`src/inc/panel_pkg.sv`:
```
// Constants and types shared by the voice assignment and panel controller.
// Assumes one 10 MHz system clock; no software-visible registers.
//
// How it works
// At power-on, light track lamps one by one, showing 1 to 6 on display.
// Power-on tuning lasts about twenty seconds before the device is ready.
// During tuning, ignore keys and keep the song recorder inoperative.
// After tuning show 00 and make sound 00 the current selection.
// When ready, light the first-song and halted-transport lamps.
// Record held plus track-volume switch slowly lowers or raises master pitch.
// In live play all six voices use the one selected sound.
// Track lamps show which voices are sounding during live play.
// At most six keys sound; only the six latest pressed keep voices.
// A new key takes the least recently used voice.
// A repeated key is reassigned to the voice it had before.
// First keypad digit shows in the left place; sound not changed yet.
// Second keypad digit immediately switches the sound to the entered number.
// Eighty fixed sounds; entries 80 to 99 ignored unless loaded externally.
// Transpose held plus key sets transposition above C; C cancels it.
// Keep an LRU order of voices, updated on assignment, not on release.
package panel_pkg;
    localparam int unsigned VOICES       = 6;
    localparam int unsigned KEY_W        = 7;
    localparam int unsigned SOUND_W      = 7;
    localparam int unsigned PITCH_W      = 8;
    localparam int unsigned CLK_HZ       = 10_000_000;
    localparam int unsigned TUNE_S       = 20;
    localparam longint unsigned TUNE_CYC = longint'(TUNE_S) * CLK_HZ;
    localparam int unsigned PITCH_STEP_MS = 100;
    localparam int unsigned PITCH_CYC    = PITCH_STEP_MS * (CLK_HZ / 1000);
    localparam logic [SOUND_W-1:0] FIXED_SOUNDS = 7'h50;
    localparam logic [SOUND_W-1:0] FIRST_SOUND  = 7'h00;
    localparam logic [PITCH_W-1:0] PITCH_MID    = 8'h80;
    localparam logic [3:0] OCTAVE = 4'hC;
    localparam logic [3:0] BLANK_DIGIT = 4'hF;
    typedef enum logic [1:0] {ST_TUNE, ST_READY} mode_e;
endpackage : panel_pkg

```
`src/rtl/voice_lru.sv`:
```
// Six-voice allocator: last-note priority with least recently used stealing.
// Assumes key events are single-cycle pulses on the system clock.
`timescale 1ns/1ns
module voice_lru #(
    parameter int unsigned N = panel_pkg::VOICES
) (
    // Clock and reset
    input  wire logic                          sys_clk,
    input  wire logic                          nrst,
    // Key events
    input  wire logic                          key_on,
    input  wire logic                          key_off,
    input  wire logic [panel_pkg::KEY_W-1:0]   key_num,
    // Voice state
    output logic      [N-1:0]                  gate,
    output logic      [N*panel_pkg::KEY_W-1:0] voice_key
);
    import panel_pkg::*;
    localparam int unsigned AW = $clog2(N);
    initial begin
        if (N < 2 || N > 16) $error("voice_lru: N out of range");
    end
    logic [AW-1:0]    age   [N];
    logic [N-1:0]     hit;
    logic [AW-1:0]    pick;
    logic [AW-1:0]    pick_age;
    logic             found;
    genvar g;
    generate
        for (g = 0; g < N; g++) begin : g_hit
            assign hit[g] = voice_key[g*KEY_W +: KEY_W] == key_num;
        end
    endgenerate
    always_comb begin
        found    = 1'b0;
        pick     = '0;
        pick_age = '0;
        for (int i = 0; i < N; i++) begin
            if (hit[i] && !found) begin
                found    = 1'b1;
                pick     = AW'(i);
                pick_age = age[i];
            end
        end
        if (!found) begin
            for (int i = 0; i < N; i++) begin
                if (age[i] == AW'(N - 1)) begin
                    pick     = AW'(i);
                    pick_age = age[i];
                end
            end
        end
    end
    // Age 0 is newest; the voice picked becomes newest and younger ones age by one
    always_ff @(posedge sys_clk or negedge nrst) begin
        if (!nrst) begin
            for (int i = 0; i < N; i++) begin
                age[i] <= AW'(i);
            end
        end else if (key_on) begin
            for (int i = 0; i < N; i++) begin
                if (AW'(i) == pick) begin
                    age[i] <= '0;
                end else if (age[i] < pick_age) begin
                    age[i] <= age[i] + 1'b1;
                end
            end
        end
    end
    always_ff @(posedge sys_clk or negedge nrst) begin
        if (!nrst) begin
            gate      <= '0;
            voice_key <= '0;
        end else if (key_on) begin
            gate[pick]                     <= 1'b1;
            voice_key[pick*KEY_W +: KEY_W] <= key_num;
        end else if (key_off) begin
            // Release frees the voice but leaves the age order alone
            for (int i = 0; i < N; i++) begin
                if (hit[i]) begin
                    gate[i] <= 1'b0;
                end
            end
        end
    end
endmodule : voice_lru

```
`src/rtl/voice_assign_panel_ctrl.sv`:
```
// Front-panel and voice-assignment controller top level.
// Assumes panel switches and keys arrive asynchronously; key events are
// given as a pulse pair plus key number that is stable while the pulse is high.
`timescale 1ns/1ns
module voice_assign_panel_ctrl #(
    parameter longint unsigned TUNE_CYCLES  = panel_pkg::TUNE_CYC,
    parameter int unsigned     PITCH_CYCLES = panel_pkg::PITCH_CYC
) (
    // Clock and reset
    input  wire logic                            sys_clk,
    input  wire logic                            nrst,
    // Keyboard
    input  wire logic                            key_down,
    input  wire logic                            key_up,
    input  wire logic [panel_pkg::KEY_W-1:0]     key_code,
    // Panel switches
    input  wire logic                            keypad_strobe,
    input  wire logic [3:0]                      keypad_digit,
    input  wire logic                            record_sw,
    input  wire logic                            vol_down_sw,
    input  wire logic                            vol_up_sw,
    input  wire logic                            transpose_sw,
    // External loading of the upper sound locations
    input  wire logic                            ext_loaded,
    // Display and lamps
    output logic      [3:0]                      disp_left,
    output logic      [3:0]                      disp_right,
    output logic      [panel_pkg::VOICES-1:0]    track_lamp,
    output logic                                 song1_lamp,
    output logic                                 stop_lamp,
    output logic                                 ready,
    output logic                                 recorder_enable,
    // Voice side
    output logic      [panel_pkg::VOICES-1:0]    voice_gate,
    output logic      [panel_pkg::VOICES*panel_pkg::KEY_W-1:0] voice_key,
    output logic      [panel_pkg::SOUND_W-1:0]   voice_sound,
    output logic      [3:0]                      transpose,
    output logic      [panel_pkg::PITCH_W-1:0]   master_pitch
);
    import panel_pkg::*;
    localparam int unsigned TW = 36;
    localparam int unsigned PW = 24;
    initial begin
        if (TUNE_CYCLES < 6 || TUNE_CYCLES >= (64'h1 << TW))
            $error("TUNE_CYCLES out of range");
        if (PITCH_CYCLES < 1 || PITCH_CYCLES >= (1 << PW))
            $error("PITCH_CYCLES out of range");
    end
    localparam logic [TW-1:0] TUNE_N  = TW'(TUNE_CYCLES);
    localparam logic [TW-1:0] PHASE_N = TW'(TUNE_CYCLES / VOICES);
    localparam logic [PW-1:0] PITCH_N = PW'(PITCH_CYCLES);

    // Two-stage synchronisers for everything from outside the clock domain
    localparam int unsigned SW = 12 + KEY_W;
    logic [SW-1:0] sync_a;
    logic [SW-1:0] sync_b;
    always_ff @(posedge sys_clk or negedge nrst) begin
        if (!nrst) begin
            sync_a <= '0;
            sync_b <= '0;
        end else begin
            sync_a <= {key_down, key_up, keypad_strobe, keypad_digit, record_sw,
                       vol_down_sw, vol_up_sw, transpose_sw, ext_loaded, key_code};
            sync_b <= sync_a;
        end
    end
    logic             s_down;
    logic             s_up;
    logic             s_pad;
    logic [3:0]       s_digit;
    logic             s_rec;
    logic             s_vdn;
    logic             s_vup;
    logic             s_trn;
    logic             s_load;
    logic [KEY_W-1:0] s_key;
    assign {s_down, s_up, s_pad, s_digit, s_rec, s_vdn, s_vup, s_trn, s_load, s_key} = sync_b;

    // Edge detect on the synchronised strobes
    logic d_down;
    logic d_up;
    logic d_pad;
    always_ff @(posedge sys_clk or negedge nrst) begin
        if (!nrst) begin
            d_down <= 1'b0;
            d_up   <= 1'b0;
            d_pad  <= 1'b0;
        end else begin
            d_down <= s_down;
            d_up   <= s_up;
            d_pad  <= s_pad;
        end
    end
    logic down_ev;
    logic up_ev;
    logic pad_ev;
    assign down_ev = s_down & ~d_down;
    assign up_ev   = s_up & ~d_up;
    assign pad_ev  = s_pad & ~d_pad;

    // Power-on tuning sequence
    mode_e          mode;
    logic [TW-1:0]  tune_cnt;
    logic [TW-1:0]  phase_cnt;
    logic [2:0]     phase;
    logic           tune_done;
    assign tune_done = tune_cnt == TUNE_N - 1'b1;
    always_ff @(posedge sys_clk or negedge nrst) begin
        if (!nrst) begin
            mode      <= ST_TUNE;
            tune_cnt  <= '0;
            phase_cnt <= '0;
            phase     <= '0;
        end else begin
            case (mode)
                ST_TUNE: begin
                    tune_cnt <= tune_cnt + 1'b1;
                    if (phase_cnt == PHASE_N - 1'b1) begin
                        phase_cnt <= '0;
                        if (phase != 3'(VOICES - 1)) begin
                            phase <= phase + 1'b1;
                        end
                    end else begin
                        phase_cnt <= phase_cnt + 1'b1;
                    end
                    if (tune_done) begin
                        mode <= ST_READY;
                    end
                end
                ST_READY: mode <= ST_READY;
                default:  mode <= ST_TUNE;
            endcase
        end
    end
    logic is_ready;
    assign is_ready = mode == ST_READY;

    // Key events reach the allocator only once ready; transpose held steals the key
    logic alloc_on;
    logic alloc_off;
    assign alloc_on  = down_ev & is_ready & ~s_trn;
    assign alloc_off = up_ev & is_ready;
    logic [VOICES-1:0]       lru_gate;
    logic [VOICES*KEY_W-1:0] lru_key;
    voice_lru #(
        .N (VOICES)
    ) u_lru (
        .sys_clk   (sys_clk),
        .nrst      (nrst),
        .key_on    (alloc_on),
        .key_off   (alloc_off),
        .key_num   (s_key),
        .gate      (lru_gate),
        .voice_key (lru_key)
    );

    // Keypad two-digit entry
    logic             first_held;
    logic [3:0]       first_digit;
    logic [SOUND_W-1:0] sound;
    logic [SOUND_W-1:0] entered;
    logic             entry_ok;
    // Widen before the product so the tens digit cannot wrap at four bits
    assign entered  = SOUND_W'(first_digit) * SOUND_W'(4'hA) + SOUND_W'(s_digit);
    assign entry_ok = entered < FIXED_SOUNDS || s_load;
    // Digits above 9 are not keys; they are dropped
    always_ff @(posedge sys_clk or negedge nrst) begin
        if (!nrst) begin
            first_held  <= 1'b0;
            first_digit <= '0;
            sound       <= FIRST_SOUND;
        end else if (is_ready && pad_ev && s_digit <= 4'h9) begin
            if (!first_held) begin
                if (s_digit < 4'h8 || s_load) begin
                    first_held  <= 1'b1;
                    first_digit <= s_digit;
                end
            end else if (entry_ok) begin
                first_held <= 1'b0;
                sound      <= entered;
            end
        end
    end

    // Transposition set by a key while transpose is held
    always_ff @(posedge sys_clk or negedge nrst) begin
        if (!nrst) begin
            transpose <= '0;
        end else if (is_ready && s_trn && down_ev) begin
            transpose <= 4'(s_key % OCTAVE);
        end
    end

    // Master pitch: slow steps while record and a volume switch are held
    logic [PW-1:0] pitch_cnt;
    logic          pitch_tick;
    logic          pitch_req;
    assign pitch_req  = is_ready & s_rec & (s_vdn ^ s_vup);
    assign pitch_tick = pitch_cnt == PITCH_N - 1'b1;
    always_ff @(posedge sys_clk or negedge nrst) begin
        if (!nrst) begin
            pitch_cnt <= '0;
        end else if (!pitch_req || pitch_tick) begin
            pitch_cnt <= '0;
        end else begin
            pitch_cnt <= pitch_cnt + 1'b1;
        end
    end
    always_ff @(posedge sys_clk or negedge nrst) begin
        if (!nrst) begin
            master_pitch <= PITCH_MID;
        end else if (pitch_req && pitch_tick) begin
            if (s_vup && master_pitch != '1) begin
                master_pitch <= master_pitch + 1'b1;
            end else if (s_vdn && master_pitch != '0) begin
                master_pitch <= master_pitch - 1'b1;
            end
        end
    end

    // Display, lamps and voice outputs
    logic [3:0] tens;
    logic [3:0] ones;
    assign tens = 4'(sound / SOUND_W'(4'hA));
    assign ones = 4'(sound % SOUND_W'(4'hA));
    always_ff @(posedge sys_clk or negedge nrst) begin
        if (!nrst) begin
            disp_left  <= BLANK_DIGIT;
            disp_right <= 4'h1;
            track_lamp <= '0;
        end else if (!is_ready) begin
            disp_left  <= BLANK_DIGIT;
            disp_right <= 4'(phase) + 4'h1;
            track_lamp <= VOICES'(1) << phase;
        end else begin
            disp_left  <= first_held ? first_digit : tens;
            disp_right <= first_held ? BLANK_DIGIT : ones;
            track_lamp <= lru_gate;
        end
    end
    always_ff @(posedge sys_clk or negedge nrst) begin
        if (!nrst) begin
            song1_lamp      <= 1'b0;
            stop_lamp       <= 1'b0;
            ready           <= 1'b0;
            recorder_enable <= 1'b0;
            voice_gate      <= '0;
            voice_key       <= '0;
            voice_sound     <= FIRST_SOUND;
        end else begin
            song1_lamp      <= is_ready;
            stop_lamp       <= is_ready;
            ready           <= is_ready;
            recorder_enable <= is_ready;
            voice_gate      <= lru_gate;
            voice_key       <= lru_key;
            voice_sound     <= sound;
        end
    end
endmodule : voice_assign_panel_ctrl

```
`config.mk`:
```
export PLATFORM = sky130hd
export DESIGN_NAME = voice_assign_panel_ctrl
export DESIGN_NICKNAME = d
export VERILOG_FILES = /design/src/inc/panel_pkg.sv /design/src/rtl/voice_lru.sv /design/src/rtl/voice_assign_panel_ctrl.sv
export SDC_FILE = /design/constraint.sdc
export NUM_CORES = 1
export LEC_CHECK = 0
export ABC_AREA = 1
export BUFFER_PORTS_ARGS = -buffer_cell sky130_fd_sc_hd__buf_2
export CORE_ASPECT_RATIO = 1.5
export CORE_UTILIZATION = 55
export DETAILED_ROUTE_END_ITERATION = 12
export MAX_ROUTING_LAYER = met4
export PLACE_DENSITY = 0.77
export SYNTH_ARGS = -nofsm -noshare
export SYNTH_HDL_FRONTEND = slang
export SYNTH_SLANG_ARGS = --single-unit
```
`constraint.sdc`:
```
create_clock -name sys_clk -period 3 [get_ports sys_clk]
set_input_delay 0.45 -clock sys_clk [delete_from_list [all_inputs] [get_ports sys_clk]]
set_output_delay 0.45 -clock sys_clk [all_outputs]
set_load 0.02 [all_outputs]
```
# Word-level counts from Yosys, hierarchy flattened
# Index checks and enable logic that the tools add are counted.
dict set report totals {
  regBits 302
  latchBits 0
  ramBits 0
  mem_bits_ro 0
  inputBits 21
  output_inout_bits 85
  elab_cells 231
  memories 0
}
dict set report op_classes {
  add_sub_neg 15
  mul 2
  div_mod_pow 3
  n_lt_le_gt_ge 11
  n_eq_ne 24
  shifts 3
  muxes 68
  bitwise 15
  n_reduce_logical 55
}
# operator n
set op_table {}
lappend op_table {{$mux W3} 36}
lappend op_table {{$add A36 B1 Y36 const B} 2}
lappend op_table {{$bwmux W42} 1}
lappend op_table {{$eq A7 B7 Y1} 6}
lappend op_table {{$shift A7 B34 Y42 const A} 1}
lappend op_table {{$shiftx A7 B34 Y42} 1}
lappend op_table {{$eq A36 B25 Y1 const B} 1}
lappend op_table {{$eq A36 B28 Y1 const B} 1}
lappend op_table {{$mux W36} 1}
lappend op_table {{$neg A6 Y34} 1}
lappend op_table {{$reduce_bool A2 Y1} 14}
lappend op_table {{$reduce_and A2 Y1} 13}
lappend op_table {{$add A24 B1 Y24 const B} 1}
lappend op_table {{$eq A24 B20 Y1 const B} 1}
lappend op_table {{$mux W24} 1}
lappend op_table {{$add A3 B1 Y3 const B} 7}
lappend op_table {{$eq A3 B3 Y1 const B} 6}
lappend op_table {{$lt A3 B3 Y1} 6}
lappend op_table {{$mux W6} 3}
lappend op_table {{$mux W1} 17}
lappend op_table {{$mux W4} 4}
lappend op_table {{$mux W8} 2}
lappend op_table {{$mod A7 B4 Y7 const B} 2}
lappend op_table {{$logic_and A1 B1 Y1} 13}
lappend op_table {{other kinds (33)} 55}

# Depth between registers and ports, before layout
# Gate-level depths: netlist of run 1.
dict set report depth {
  word_depth 30
  mapped_depth 30
  ltp_nobuf 29
}

# Hierarchy
# From an unflattened synthesis of run 1, not the netlist that was laid out.
dict set report hier_totals {
  hier_cells 1731
  area_unflattened_um2 15119.5
}
# module n_inst cells_each area_per_inst_um2 seq_area_each_um2
set modules_own_cells {}
lappend modules_own_cells {voice_assign_panel_ctrl 1 1087 10462.5 5888.1}
lappend modules_own_cells {voice_lru 1 644 4657.0 1660.3}

# Worst setup path after synthesis of run 1
# OpenSTA, ideal clock, no wires.
dict set report synth_path {
  path_kind {register to register}
  startpoint {reg sync_b[6]}
  endpoint {reg u_lru.voice_key[35] (netlist name)}
  setup_time_ns 0.127
  arrival_time_ns 3.174
  required_time_ns 2.873
  setup_slack_ns -0.301
  stages_incl_launch_ff 24
  n_path_buf 1
  period_less_slack_ns 3.301
  path_cell_list {dfrtp_1 > buf_6 > inv_4 > nand2_1 > nand2_1 > inv_2 > nand2_2 > nor2_2 > nand2_4 > nand3_4 > nor2_4 > nand3_1 > nand3_1 > a21oi_1 > o21ai_1 > nand2_1 > nand3_1 > nand2_2 > ha_1 > ha_1 > inv_1 > nor3_1 > inv_1 > mux2i_1}
}
dict set report synth_via {
  elab_chain_cells 28
  elab_cells_between_ends 39
  cone_classes {add/sub (1); mul (1); eq/ne (6); shift (2); mux (19); reduce/logical (10)}
}
# element line_no
set synth_lines {}
lappend synth_lines {{start, declared} voice_assign_panel_ctrl.sv:56} ;# logic [SW-1:0] sync_b;
lappend synth_lines {{start signal, assigned} voice_assign_panel_ctrl.sv:64} ;# sync_b <= sync_a;
lappend synth_lines {{$eq A7 B7 Y1} voice_lru.sv:31} ;# assign hit[g] = voice_key[g*KEY_W +: KEY_W] == key_num;
lappend synth_lines {{$mux W1} voice_lru.sv:39} ;# if (hit[i] && !found) begin
lappend synth_lines {{$logic_not A1 Y1} voice_lru.sv:39}
lappend synth_lines {{$logic_and A1 B1 Y1} voice_lru.sv:39}
lappend synth_lines {{$mux W1} voice_lru.sv:39}
lappend synth_lines {{$logic_not A1 Y1} voice_lru.sv:39}
lappend synth_lines {{$logic_and A1 B1 Y1} voice_lru.sv:39}
lappend synth_lines {{$mux W1} voice_lru.sv:39}
lappend synth_lines {{[7 not listed]} n/a}
lappend synth_lines {{$logic_and A1 B1 Y1} voice_lru.sv:39}
lappend synth_lines {{$mux W3} voice_lru.sv:39}
lappend synth_lines {{$mux W3 (6 in series)} voice_lru.sv:47} ;# if (age[i] == AW'(N - 1)) begin
lappend synth_lines {{$mux W3} voice_lru.sv:45} ;# if (!found) begin
lappend synth_lines {{$mul A3 B3 Y6} voice_lru.sv:76} ;# voice_key[pick*KEY_W +: KEY_W] <= key_num;
lappend synth_lines {{$neg A6 Y34} voice_lru.sv:76}
lappend synth_lines {{$shiftx A7 B34 Y42 / $shift A7 B34 Y42 (equally long branches)} voice_lru.sv:76}
lappend synth_lines {{$bwmux W42 (*)} voice_lru.sv:76}
lappend synth_lines {{end signal, assigned by index} voice_lru.sv:76}
lappend synth_lines {{end, declared} voice_lru.sv:16} ;# output logic [N*panel_pkg::KEY_W-1:0] voice_key
# Mark *: on every way between the ends. The rest lies on a longest branch, timed or not.
# A chain may end at the register's enable or synchronous reset.

# Final worst setup path of run 1
dict set report layout_path {
  startpoint {reg sync_b[0]}
  endpoint {reg u_lru.voice_key[18] (netlist name)}
}
# Same word-level chain as after synthesis.

==> results of run 1 <==
sequential cells by signal, indices dropped and copies added, names as in the netlist, 3 cells and up:
signal / cells
u_lru.gate: 6
disp_left: 4
phase_cnt: 36
sync_b: 19
u_lru.age: 18
sound: 7
voice_sound: 7
disp_right: 4
transpose: 4
u_lru.voice_key: 42
voice_key: 42
voice_gate: 6
track_lamp: 6
pitch_cnt: 24
phase: 3
sync_a: 19
first_digit: 4
tune_cnt: 36
master_pitch: 8
final timing paths:
kind	from	end	slack [ns]	depth (start not counted)
worst max-delay path	sync_b[0]	u_lru.voice_key[18]	-0.35	21
worst min-delay path	sync_a[12]	sync_b[12]	0.34	0
worst max register to register	sync_b[0]	u_lru.voice_key[18]	-0.35	21
worst min register to register	sync_a[12]	sync_b[12]	0.34	0
max in group asynchronous	nrst	u_lru.age[6]	1.73	3
min in group asynchronous	nrst	master_pitch[4]	0.45	2
placed cells by master (no fill, tap or decap), types with 8 or more instances in the layout:
cell	n
xnor2_1	38
inv_2	23
nor2_4	12
buf_2	104
buf_4	137
nand3_1	87
mux2i_1	10
nor3_1	34
nor4_1	25
nor2_1	118
nand3_2	11
nor2_2	10
nand2_2	35
clkbuf_16	30
buf_6	12
inv_1	185
o21ai_0	63
o21ai_1	15
xor2_1	38
inv_4	8
nand2_1	328
o21ai_2	19
ha_1	48
dlygate4sd3_1	20
dfrtp_1	281
nand4_1	29
dfstp_2	13
a21oi_1	53
clkbuf_8	8
cell type report:
class                           instances  area (sq um)
Inverter                              218         848.3
Sequential cell                       301          7557
Clock buffer                           41         872.1
Fill cell                            1872          7455
Tap cell                              333         416.7
Multi-Input combinational cell       1084          6609
Clock inverter                         13         222.7
Timing Repair Buffer                  282          2054
power groups by stage:
stage | Combinational [mW] | Sequential, mW | Clock [mW]
floorplan | 0.157 | 4.17 | 0
global placement | 0.339 | 4.18 | 0
detailed placement | 0.347 | 4.18 | 0
CTS | 0.392 | 4.11 | 4.15
global route | 0.451 | 4.11 | 4.30
finish | 0.409 | 4.11 | 4.10
through the flow:
step | utilization | instance area (sq um) | std cells
2_1_floorplan | - | 14730 | 1630
3_3_place_gp | 0.6340 | 16510 | 2166
3_5_place_dp | 0.6340 | 16510 | 2166
4_1_cts | 0.6955 | 18110 | 2256
5_1_grt | 0.7137 | 18580 | 2272
6_report | 0.7137 | 18580 | 2272
worst register-to-register path: stages (launching register included):
cell and delay [ns]:
dfrtp_2 0.45, buf_6 0.14, nand2_1 0.07, nand4_1 0.22, nor3_4 0.29, buf_6 0.14
nor2_4 0.04, nand3_2 0.07, buf_4 0.11, nand3_2 0.09, a21oi_2 0.15, o21ai_2 0.08
nand2_1 0.08, nand3_2 0.09, nand2_4 0.09, ha_4 0.15, ha_4 0.22, nor2_4 0.16
buf_12 0.12, nand2_4 0.07, buf_4 0.14, o41ai_2 0.30
cells by family after synthesis:
group	synth area share
simple gates	0.2322
compound gates	0.07621
mux	0.009877
xor+xnor	0.04947
flops	0.5137
fa+ha+maj	0.04922
buf+inv	0.06931
metal layers:
metal	wire, um	up-vias	track usage	part of all wire
met2	21200	383	0.5394	0.54
met5	0	-	-	0
met3	1572	153	0.03386	0.040
met4	2137	0	0.1525	0.054
li1	-	5884	-	-
met1	14380	5992	0.3191	0.37
timing repair:
action	CTS	global route
hold endpoints to repair	94	0
cloned	0	1
gates resized for setup	44	105
setup buffers	16	15
pin swaps	25	34
setup endpoints to repair	60	72
hold buffers	20	0
==> metrics.cfg, run 1 <==
[yosys]
yosysWarningCount=0
synth_edf_count=0
yosysMostFrequentCell=nand2_1
yosysSeqAreaShare=0.5137
synth-main-ff-cell=dfrtp_1
synth_area_sq_um=14690
avgSynthCellArea_sq_um=9.015
mappedNetlistNets=1707
ys_ff_latch=301
synth_commonest_cells=nand2_1 (350), dfrtp_1 (288), inv_1 (198)
syn-instance-count=1630
synth_top_area_frac=0.4905
synth_largest_area_cell=dfrtp_1
synth_cell_types=64
async_flop_share=1.000
synthTopCellsByArea=dfrtp_1 (49%), nand2_1 (8.9%), inv_1 (5.1%)

[critical_path]
critPathBufInv=5
required_ns=3.48
arrival_ns=3.84
worstPathMaxFanout=5
cp_common_cell=nand3_2
slowest_stage=dfrtp_2
worst_setup_path_end_kind=register
cp_cell_sequence=buf_6, nand2_1, nand4_1, nor3_4, buf_6, nor2_4, nand3_2, buf_4, nand3_2, a21oi_2, o21ai_2, nand2_1, nand3_2, nand2_4, ha_4, ha_4, nor2_4, buf_12, nand2_4, buf_4, o41ai_2
critPathTopFamily=simple AND/OR/NAND/NOR gates
crit_type=register to register
max_stage_delay_ns=0.45
cp-start-kind=register

[sta]
post-route-min-period_ns=3.354
fin_skew_ns=0.02689
fin_hold_ws_ns=0.3440
drv_slew=0
tns_ns=-13.85
setup_violations=60
setup_ws_ns=-0.3545
fmax_mhz=298.1
max_slew_margin=0.5768
rsz0062_at_grt=yes
period_share=1.118
hold_violations=0
worst_pin_slew_ns=0.6348

[power_and_ir_drop]
totalPowerFinal_mw=8.620
p_clk_frac=0.476
pwr-share-comb=0.047
swShare=0.2211
seqPwrFrac=0.477
p_leak_nw=9.379
cellPowerDensity_nw_per_um2=463.9
vdd_drop_max_v=0.0004752
p_int_mw=6.714
switchingPower_mw=1.906

[global_route]
grt_max_degree=80
grt_usage=0.2995
grt_pass1_vias=12870
grt_overflow=0
grt_pass1_wl_um=62320
antenna_found_initial=0

[finish]
drive_gt1_frac=0.2651
final_nets=1994
area_growth_pct=26.45
diodes=0

[floorplan]
placementRows=72
die_area_sq_um=27390
start_util=0.5644
io_pins=106
fp.dieH_um=202.2
coreArea_sq_um=26040
dieWidth_um=135.5

[drt]
drc_errors=0
ant_nets=0
firstDrtPassIters=5
num_vias=12410
wl_per_cell_um=17.30
first_iter_violations=622
totalWireLength_um=39300
routed_via_density=5.463

[placed_design]
port_buffers=105
dp_slack_ns=-0.4932
gp_congestion=0.9557
dp_hpwl_um=27700

[clock_network]
clk_latency_ns=0.59
clk_pin_slew_ns=0.07
cts_made_buffers=30
clock-sinks=301
clock-root-buffer=clkbuf_16
htree_levels=1
cts_tree=yes
clockBufferDepth=3

[run_status]
outcome=finished with violations
violations=negative setup slack

[min_path]
min_path_type=register to register

[flow_run]
drv_cap=0

No activity file was read; power rests on OpenSTA's default activity.
==> inputs of run 2 (changes only) <==
CORE_MARGIN = 2   (was default)
==> run 2 against run 1 <==
Effect of this change:
- first-iteration DRC count down 18%
- core utilization shrank 1.3 points
- sequential power barely moved
- critical endpoint is now u_lru.voice_key[14]
- the flow still finishes with violations (negative setup slack)
- via count is 0.56% lower
- fmax rose by 2.1%
- critical path type unchanged
==> metrics.cfg, run 2 (same netlist as run 1, synthesis figures left out) <==
[global_route]
grt_pass1_wl_um=62930  ; +0.98%
grt_max_degree=90  ; +13%
gr-max-usage-layer=met2
met1_usage=0.3049  ; -0.01421
grt_use_met2=0.5355  ; -0.003841
grt_usage=0.2950  ; -0.004490
antenna_found_initial=0  ; unchanged
grt_pass1_vias=12880  ; +0.016%
grt_util_met3=0.04415  ; +0.01029
grt_overflow=0  ; unchanged

[sta]
fin_hold_ws_ns=0.02503  ; -0.3189 ns
post-route-min-period_ns=3.285  ; -0.06925 ns
fmax_mhz=304.4  ; +2.1%
drv_slew=0  ; unchanged
worst_pin_slew_ns=0.7537  ; +0.1189 ns
fin_skew_ns=0.01256  ; -0.01433 ns
hold_violations=0  ; unchanged
max_slew_margin=0.4975  ; -0.07925
setup_violations=60  ; unchanged
rsz0062_at_grt=yes
setup_ws_ns=-0.2852  ; +0.06925 ns
period_share=1.095  ; -0.02308

[drt]
wl_per_cell_um=17.20  ; -0.54%
ant_nets=0  ; unchanged
totalWireLength_um=39270  ; about the same
routed_via_density=5.406  ; -1.0%
first_iter_violations=512  ; -18%
num_vias=12340  ; -0.56%
firstDrtPassIters=5  ; unchanged
drc_errors=0  ; unchanged

[critical_path]
rr_worst_depth=24  ; +14%
rr_startpoint=sync_b[0]
rr_endpoint=u_lru.voice_key[14]
worstPathMaxFanout=7  ; +2
arrival_ns=3.73  ; -0.11 ns
reg2reg_slack_ns=-0.29  ; +0.07 ns
cp-start-kind=register
required_ns=3.45  ; -0.03 ns
worst_setup_path_end_kind=register
crit_type=register to register

[floorplan]
placementRows=73  ; +1.4%
dieWidth_um=137.5  ; +1.5%
start_util=0.5567  ; -0.007731
fp.dieH_um=204.2  ; +0.99%
die_area_sq_um=28070  ; +2.5%
coreArea_sq_um=26400  ; +1.4%
io_pins=106  ; unchanged

[placed_design]
place_area_sq_um=16650  ; +0.86%
dp_slack_ns=-0.4280  ; +0.06524 ns
gp_congestion=0.9850  ; +3.1%
port_buffers=105  ; unchanged
dp_hpwl_um=28430  ; +2.6%

[finish]
largestRegisters=u_lru.voice_key x42, voice_key x42
final.fill_count=1902  ; +1.6%
mostFrequentLayoutCells=nand2_1 (317), dfrtp_1 (283), inv_1 (184)
multiInputGateArea_sq_um=6541  ; -1.0%
area_growth_pct=25.89
design_area_sq_um=18500  ; -0.44%
seq_area_sq_um=7555  ; about the same
diodes=0  ; unchanged
drive_gt1_frac=0.2688  ; +0.003671
final_nets=2001  ; +0.35%
layout_commonest_cell=nand2_1

[clock_network]
clockBufferDepth=3  ; unchanged
clk_latency_ns=0.55  ; -0.04 ns
clock-sinks=301  ; unchanged
clk_pin_slew_ns=0.07  ; about the same
htree_levels=1  ; unchanged
cts_made_buffers=28  ; -6.7%
clock-root-buffer=clkbuf_16
cts_tree=yes

[power_and_ir_drop]
switchingPower_mw=1.872  ; -1.8%
swShare=0.2192  ; -0.001881
p_int_mw=6.666  ; -0.71%
cellPowerDensity_nw_per_um2=461.6  ; -0.52%
p_clk_frac=0.472  ; -0.004
pwr-share-comb=0.047  ; about the same
p_leak_nw=9.390  ; +0.11%
seqPwrFrac=0.481  ; +0.004
vdd_drop_max_v=0.0004718  ; -0.72%

[min_path]
hold_path_depth=1  ; +1
whs_endpoint=sync_a[15]
min_path_type=input pin to register
min_from=keypad_digit[3]

[run_status]
outcome=finished with violations
violations=negative setup slack

[flow_run]
drv_cap=0  ; unchanged

run 2: per-layer routing:
metal / share of wire / vias to the layer above
met1: 0.36 / 5911
met4: 0.056 / 0
li1: - / 5901
met5: 0 / -
met2: 0.54 / 384
met3: 0.044 / 147
run 2: how the worst max path moves through the flow:
| stage | from | endpoint | slack [ns] |
|---|---|---|---|
| 2_1_floorplan | sync_b[6] | u_lru.voice_key[15] | 0.003 |
| 3_3_place_gp | sync_b[6] | u_lru.age[3] | -0.33 |
| 3_5_place_dp | sync_b[6] | u_lru.age[3] | -0.43 |
| 4_1_cts | sync_b[0] | u_lru.age[4] | -0.19 |
| 5_1_grt | sync_b[0] | u_lru.age[1] | -0.46 |
| 6_report | sync_b[0] | u_lru.voice_key[14] | -0.29 |
run 2: cell type report:
| class | count | area share |
|---|---|---|
| Sequential cell | 301 | 0.4084 |
| Multi-Input combinational cell | 1084 | 0.3536 |
| Timing Repair Buffer | 291 | 0.1123 |
| Inverter | 218 | 0.04559 |
| Clock buffer | 32 | 0.04085 |
| Tap cell | 337 | 0.02279 |
| Clock inverter | 20 | 0.01650 |
run 2: per-stage QoR:
stage / setup TNS (ns) / total power [mW] / util / std cells
floorplan: 0 / 4.330 / - / 1630
CTS: -3.980 / 8.568 / 0.6859 / 2264
detailed placement: -14.37 / 4.533 / 0.6308 / 2190
finish: -11.24 / 8.538 / 0.7008 / 2283
global placement: -11.14 / 4.525 / 0.6308 / 2190
global route: -21.93 / 8.803 / 0.7008 / 2283
run 2: power groups by stage:
stage | Clock (mW) | Sequential, mW | Combinational, mW
global route | 4.25 | 4.11 | 0.447
CTS | 4.08 | 4.11 | 0.385
floorplan | 0 | 4.17 | 0.157
global placement | 0 | 4.18 | 0.345
finish | 4.03 | 4.11 | 0.405
detailed placement | 0 | 4.18 | 0.352
run 2: worst max-delay path: stages, from the launching register on:
cell and delay (ns):
dfrtp_2 0.44, buf_6 0.16, nand2_4 0.05, inv_2 0.03, nor2_1 0.08, nor2_1 0.05
nand2_1 0.10, inv_2 0.06, nand2_4 0.09, nand3_4 0.07, nor2_4 0.15, buf_4 0.12
buf_4 0.10, nand2_2 0.06, nor2_4 0.13, inv_2 0.06, nor2_4 0.09, nand2_1 0.06
and3_4 0.16, ha_4 0.17, ha_4 0.25, nor2_4 0.14, nand2_4 0.12, buf_4 0.15
o41ai_2 0.27
run 2: what timing repair did:
action                                 CTS  global route
hold buffers                            15             0
setup endpoints to repair               60            68
resized for setup                       60            78
endpoints found under the hold margin   96             0
setup buffers                            7            19
pin swaps                               22            39
==> inputs of run 3 (changes only) <==
ABC_AREA = default   (was 1)
CORE_MARGIN = default   (was 2)
CORE_UTILIZATION = 54   (was 55)
CTS_CLUSTER_DIAMETER = 40   (was default)
PLACE_DENSITY = 0.76   (was 0.77)
==> run 3 against run 2 <==
Effect of this change:
- the run still ends with negative setup slack left
- routed wire length decreased by 13%
- core utilization increased by 1.9 points
- register-to-register slack got worse by 0.09 ns
- largest power group is now the clock network
- first-iteration DRC count decreased by 3.1%
- highest routed layer unchanged
- critical path type unchanged
- final area decreased by 2.2%
- sequential power about the same
- non-clock buffer count decreased by 2
- cell count decreased by 17%
- die area decreased by 6.0%
- hold slack about the same
- setup slack got worse by 0.095 ns
- combinational power decreased by 18%
==> metrics.cfg, run 3 <==
[yosys]
yosysSeqAreaShare=0.5433  ; +0.02956
synth_compound_area_frac=0.09905  ; +0.02285
synth_xor_xnor_area_share=0.09005  ; +0.04058
muxShareOfSynthArea=0.02801  ; +0.01813
yosys.area_share.simple=0.1605  ; -0.07174
syn-instance-count=1254  ; -23%
synthAdderAreaFrac=0.05277  ; +0.003552
synth_commonest_cells=dfrtp_1 (288), nand2_1 (122), o21ai_0 (87)
yosysWarningCount=0  ; unchanged
synth_area_sq_um=13890  ; -5.4%
synth_cell_types=80  ; +25%
synth_top_area_frac=0.5187  ; +0.02822
async_flop_share=1.000  ; unchanged
yosysMostFrequentCell=dfrtp_1
synthTopCellsByArea=dfrtp_1 (52%), xnor2_1 (5.2%), ha_1 (4.8%)
ys_ff_latch=301  ; unchanged
synth_edf_count=0  ; unchanged
avgSynthCellArea_sq_um=11.08  ; +23%
mappedNetlistNets=1331  ; -22%
synth_largest_area_cell=dfrtp_1
synth_top_family_by_area=simple AND/OR/NAND/NOR gates
synth-main-ff-cell=dfrtp_1

[sta]
worst_pin_slew_ns=1.008  ; +0.2543 ns
setup_violations=60  ; unchanged
max_slew_margin=0.3244  ; -0.1731
fin_hold_ws_ns=0.02490  ; -0.0001262 ns
post-route-min-period_ns=3.380  ; +0.09469 ns
fmax_mhz=295.9  ; -2.8%
setup_ws_ns=-0.3799  ; -0.09469 ns
fin_skew_ns=0.02902  ; +0.01646 ns
hold_violations=0  ; unchanged
rsz0062_at_grt=yes
drv_slew=0  ; unchanged
period_share=1.127  ; +0.03156
tns_ns=-15.24  ; -3.991 ns

[placed_design]
place_area_sq_um=16000  ; -3.9%
gp_congestion=0.8942  ; -9.2%
dp_hpwl_um=22700  ; -20%
port_buffers=105  ; unchanged

[finish]
multiInputGateArea_sq_um=6700  ; +2.4%
drive_gt1_frac=0.3338  ; +0.06500
layout_commonest_cell=dfrtp_1
final.fill_count=1672  ; -12%
seq_area_sq_um=7556  ; about the same
diodes=0  ; unchanged
design_area_sq_um=18100  ; -2.2%
largestRegisters=u_lru.voice_key x42, voice_key x42
mostFrequentLayoutCells=dfrtp_1 (282), buf_4 (154), nand2_1 (104), buf_2 (104), xnor2_1 (82)
final_nets=1619  ; -19%
area_growth_pct=30.26

[critical_path]
max_stage_delay_ns=0.47  ; +0.03 ns
worst_setup_path_end_kind=register
worstPathMaxFanout=6  ; -1
cp_common_cell=buf_4
critPathBufInv=4  ; -3
cp_cell_sequence=buf_4, buf_4, xnor2_1, nand4_2, or2b_4, nor2_4, nand2_2, o21ai_2, inv_2, ha_4, buf_4, ha_1, or3_1, or3_1, nand3_1
slowest_stage=dfrtp_2
required_ns=3.44  ; about the same
critPathTopFamily=simple AND/OR/NAND/NOR gates
arrival_ns=3.82  ; +0.09 ns
cp-start-kind=register
crit_type=register to register

[clock_network]
clk_pin_slew_ns=0.06  ; about the same
clock-root-buffer=clkbuf_16
cts_made_buffers=34  ; +21%
clockBufferDepth=3  ; unchanged
clock-sinks=301  ; unchanged
clk_latency_ns=0.53  ; -0.02 ns
htree_levels=2  ; +1
cts_tree=yes

[run_status]
outcome=finished with violations
violations=negative setup slack

[drt]
routed_via_density=5.609  ; +3.8%
totalWireLength_um=34220  ; -13%
wl_per_cell_um=18.06  ; +5.0%
first_iter_violations=496  ; -3.1%
num_vias=10630  ; -14%
drc_errors=0  ; unchanged
ant_nets=0  ; unchanged
firstDrtPassIters=5  ; unchanged

[min_path]
min_path_type=input pin to register

[floorplan]
fp.dieH_um=198.5  ; -2.8%
io_pins=106  ; unchanged
placementRows=71  ; -2.7%
die_area_sq_um=26390  ; -6.0%
dieWidth_um=133.0  ; -3.3%
start_util=0.5527  ; -0.003987
coreArea_sq_um=25140  ; -4.8%

[global_route]
grt_usage=0.2680  ; -0.02705
antenna_found_initial=0  ; unchanged
grt_pass1_wl_um=54480  ; -13%
grt_overflow=0  ; unchanged
grt_max_degree=93  ; +3.3%
grt_pass1_vias=10970  ; -15%

[power_and_ir_drop]
cellPowerDensity_nw_per_um2=474.6  ; +2.8%
vdd_drop_max_v=0.0005507  ; +17%
p_leak_nw=8.542  ; -9.0%

[flow_run]
drv_cap=0  ; unchanged

## run 3: path summary, 6_finish.rpt
kind                                  from            end  slack [ns]  cells after the start
setup / recovery                 sync_b[6]  u_lru.age[17]       -0.38                     15
setup reg to reg                 sync_b[6]  u_lru.age[17]       -0.38                     15
max in group asynchronous             nrst   disp_left[3]        1.57                      3
hold reg to reg                  sync_a[4]      sync_b[4]        0.34                      0
min in group asynchronous             nrst  pitch_cnt[21]        0.55                      2
hold / removal             keypad_digit[0]     sync_a[12]        0.02                      1
## run 3: report_power, final
part	switching [mW]	total (mW)	internal [mW]
registers	0.0251	4.11	4.09
logic	0.203	0.333	0.130
clock network	1.73	4.14	2.42
## run 3: cell families (layout without fill, tap and decap cells)
kind of cell / after synthesis / after routing
simple gates: 424 / 424
flops: 301 / 301
compound gates: 214 / 214
xor+xnor: 142 / 142
buf+inv: 83 / 396
fa+ha+maj: 57 / 57
mux: 33 / 33
## run 3: layout make-up
cell class	instances	share of cell area
well taps	328	0.02268
clock inverters	20	0.01182
inverters	46	0.009679
flip-flops and latches	301	0.4175
repair buffers	289	0.1174
multi-input cells	870	0.3702
clock buffers	41	0.05074
## run 3: metrics by stage
stage	total power [mW]	setup WS [ns]	utilization	instances
floorplan	4.298	-0.1345	-	1254
global placement	4.462	-0.4699	0.6363	1799
detailed placement	4.472	-0.5518	0.6363	1799
CTS	8.642	-0.2644	0.7017	1883
global route	8.859	-0.5004	0.7199	1895
finish	8.589	-0.3799	0.7199	1895
## run 3: worst reg2reg max path, cell delays in order, from the launching register on
cell and delay, ns:
dfrtp_2 0.47, buf_4 0.18, buf_4 0.14, xnor2_1 0.14
nand4_2 0.20, or2b_4 0.34, nor2_4 0.19, nand2_2 0.09
o21ai_2 0.19, inv_2 0.09, ha_4 0.17, buf_4 0.12
ha_1 0.22, or3_1 0.35, or3_1 0.34, nand3_1 0.08
## run 3: timing repair
action	CTS	global route
endpoints found under the hold margin	12	0
pin swaps	41	40
gates resized for setup	74	87
setup endpoints to repair	60	63
buffers inserted	23	13
gates cloned	0	1
hold buffers	1	0
## run 3: layer usage
metal / GRT usage / up-vias / routed length [um]
met5: - / - / 0
met4: 0.1086 / 0 / 1421
met1: 0.3024 / 5300 / 13380
li1: - / 4956 / -
met2: 0.4799 / 265 / 18220
met3: 0.03389 / 109 / 1202
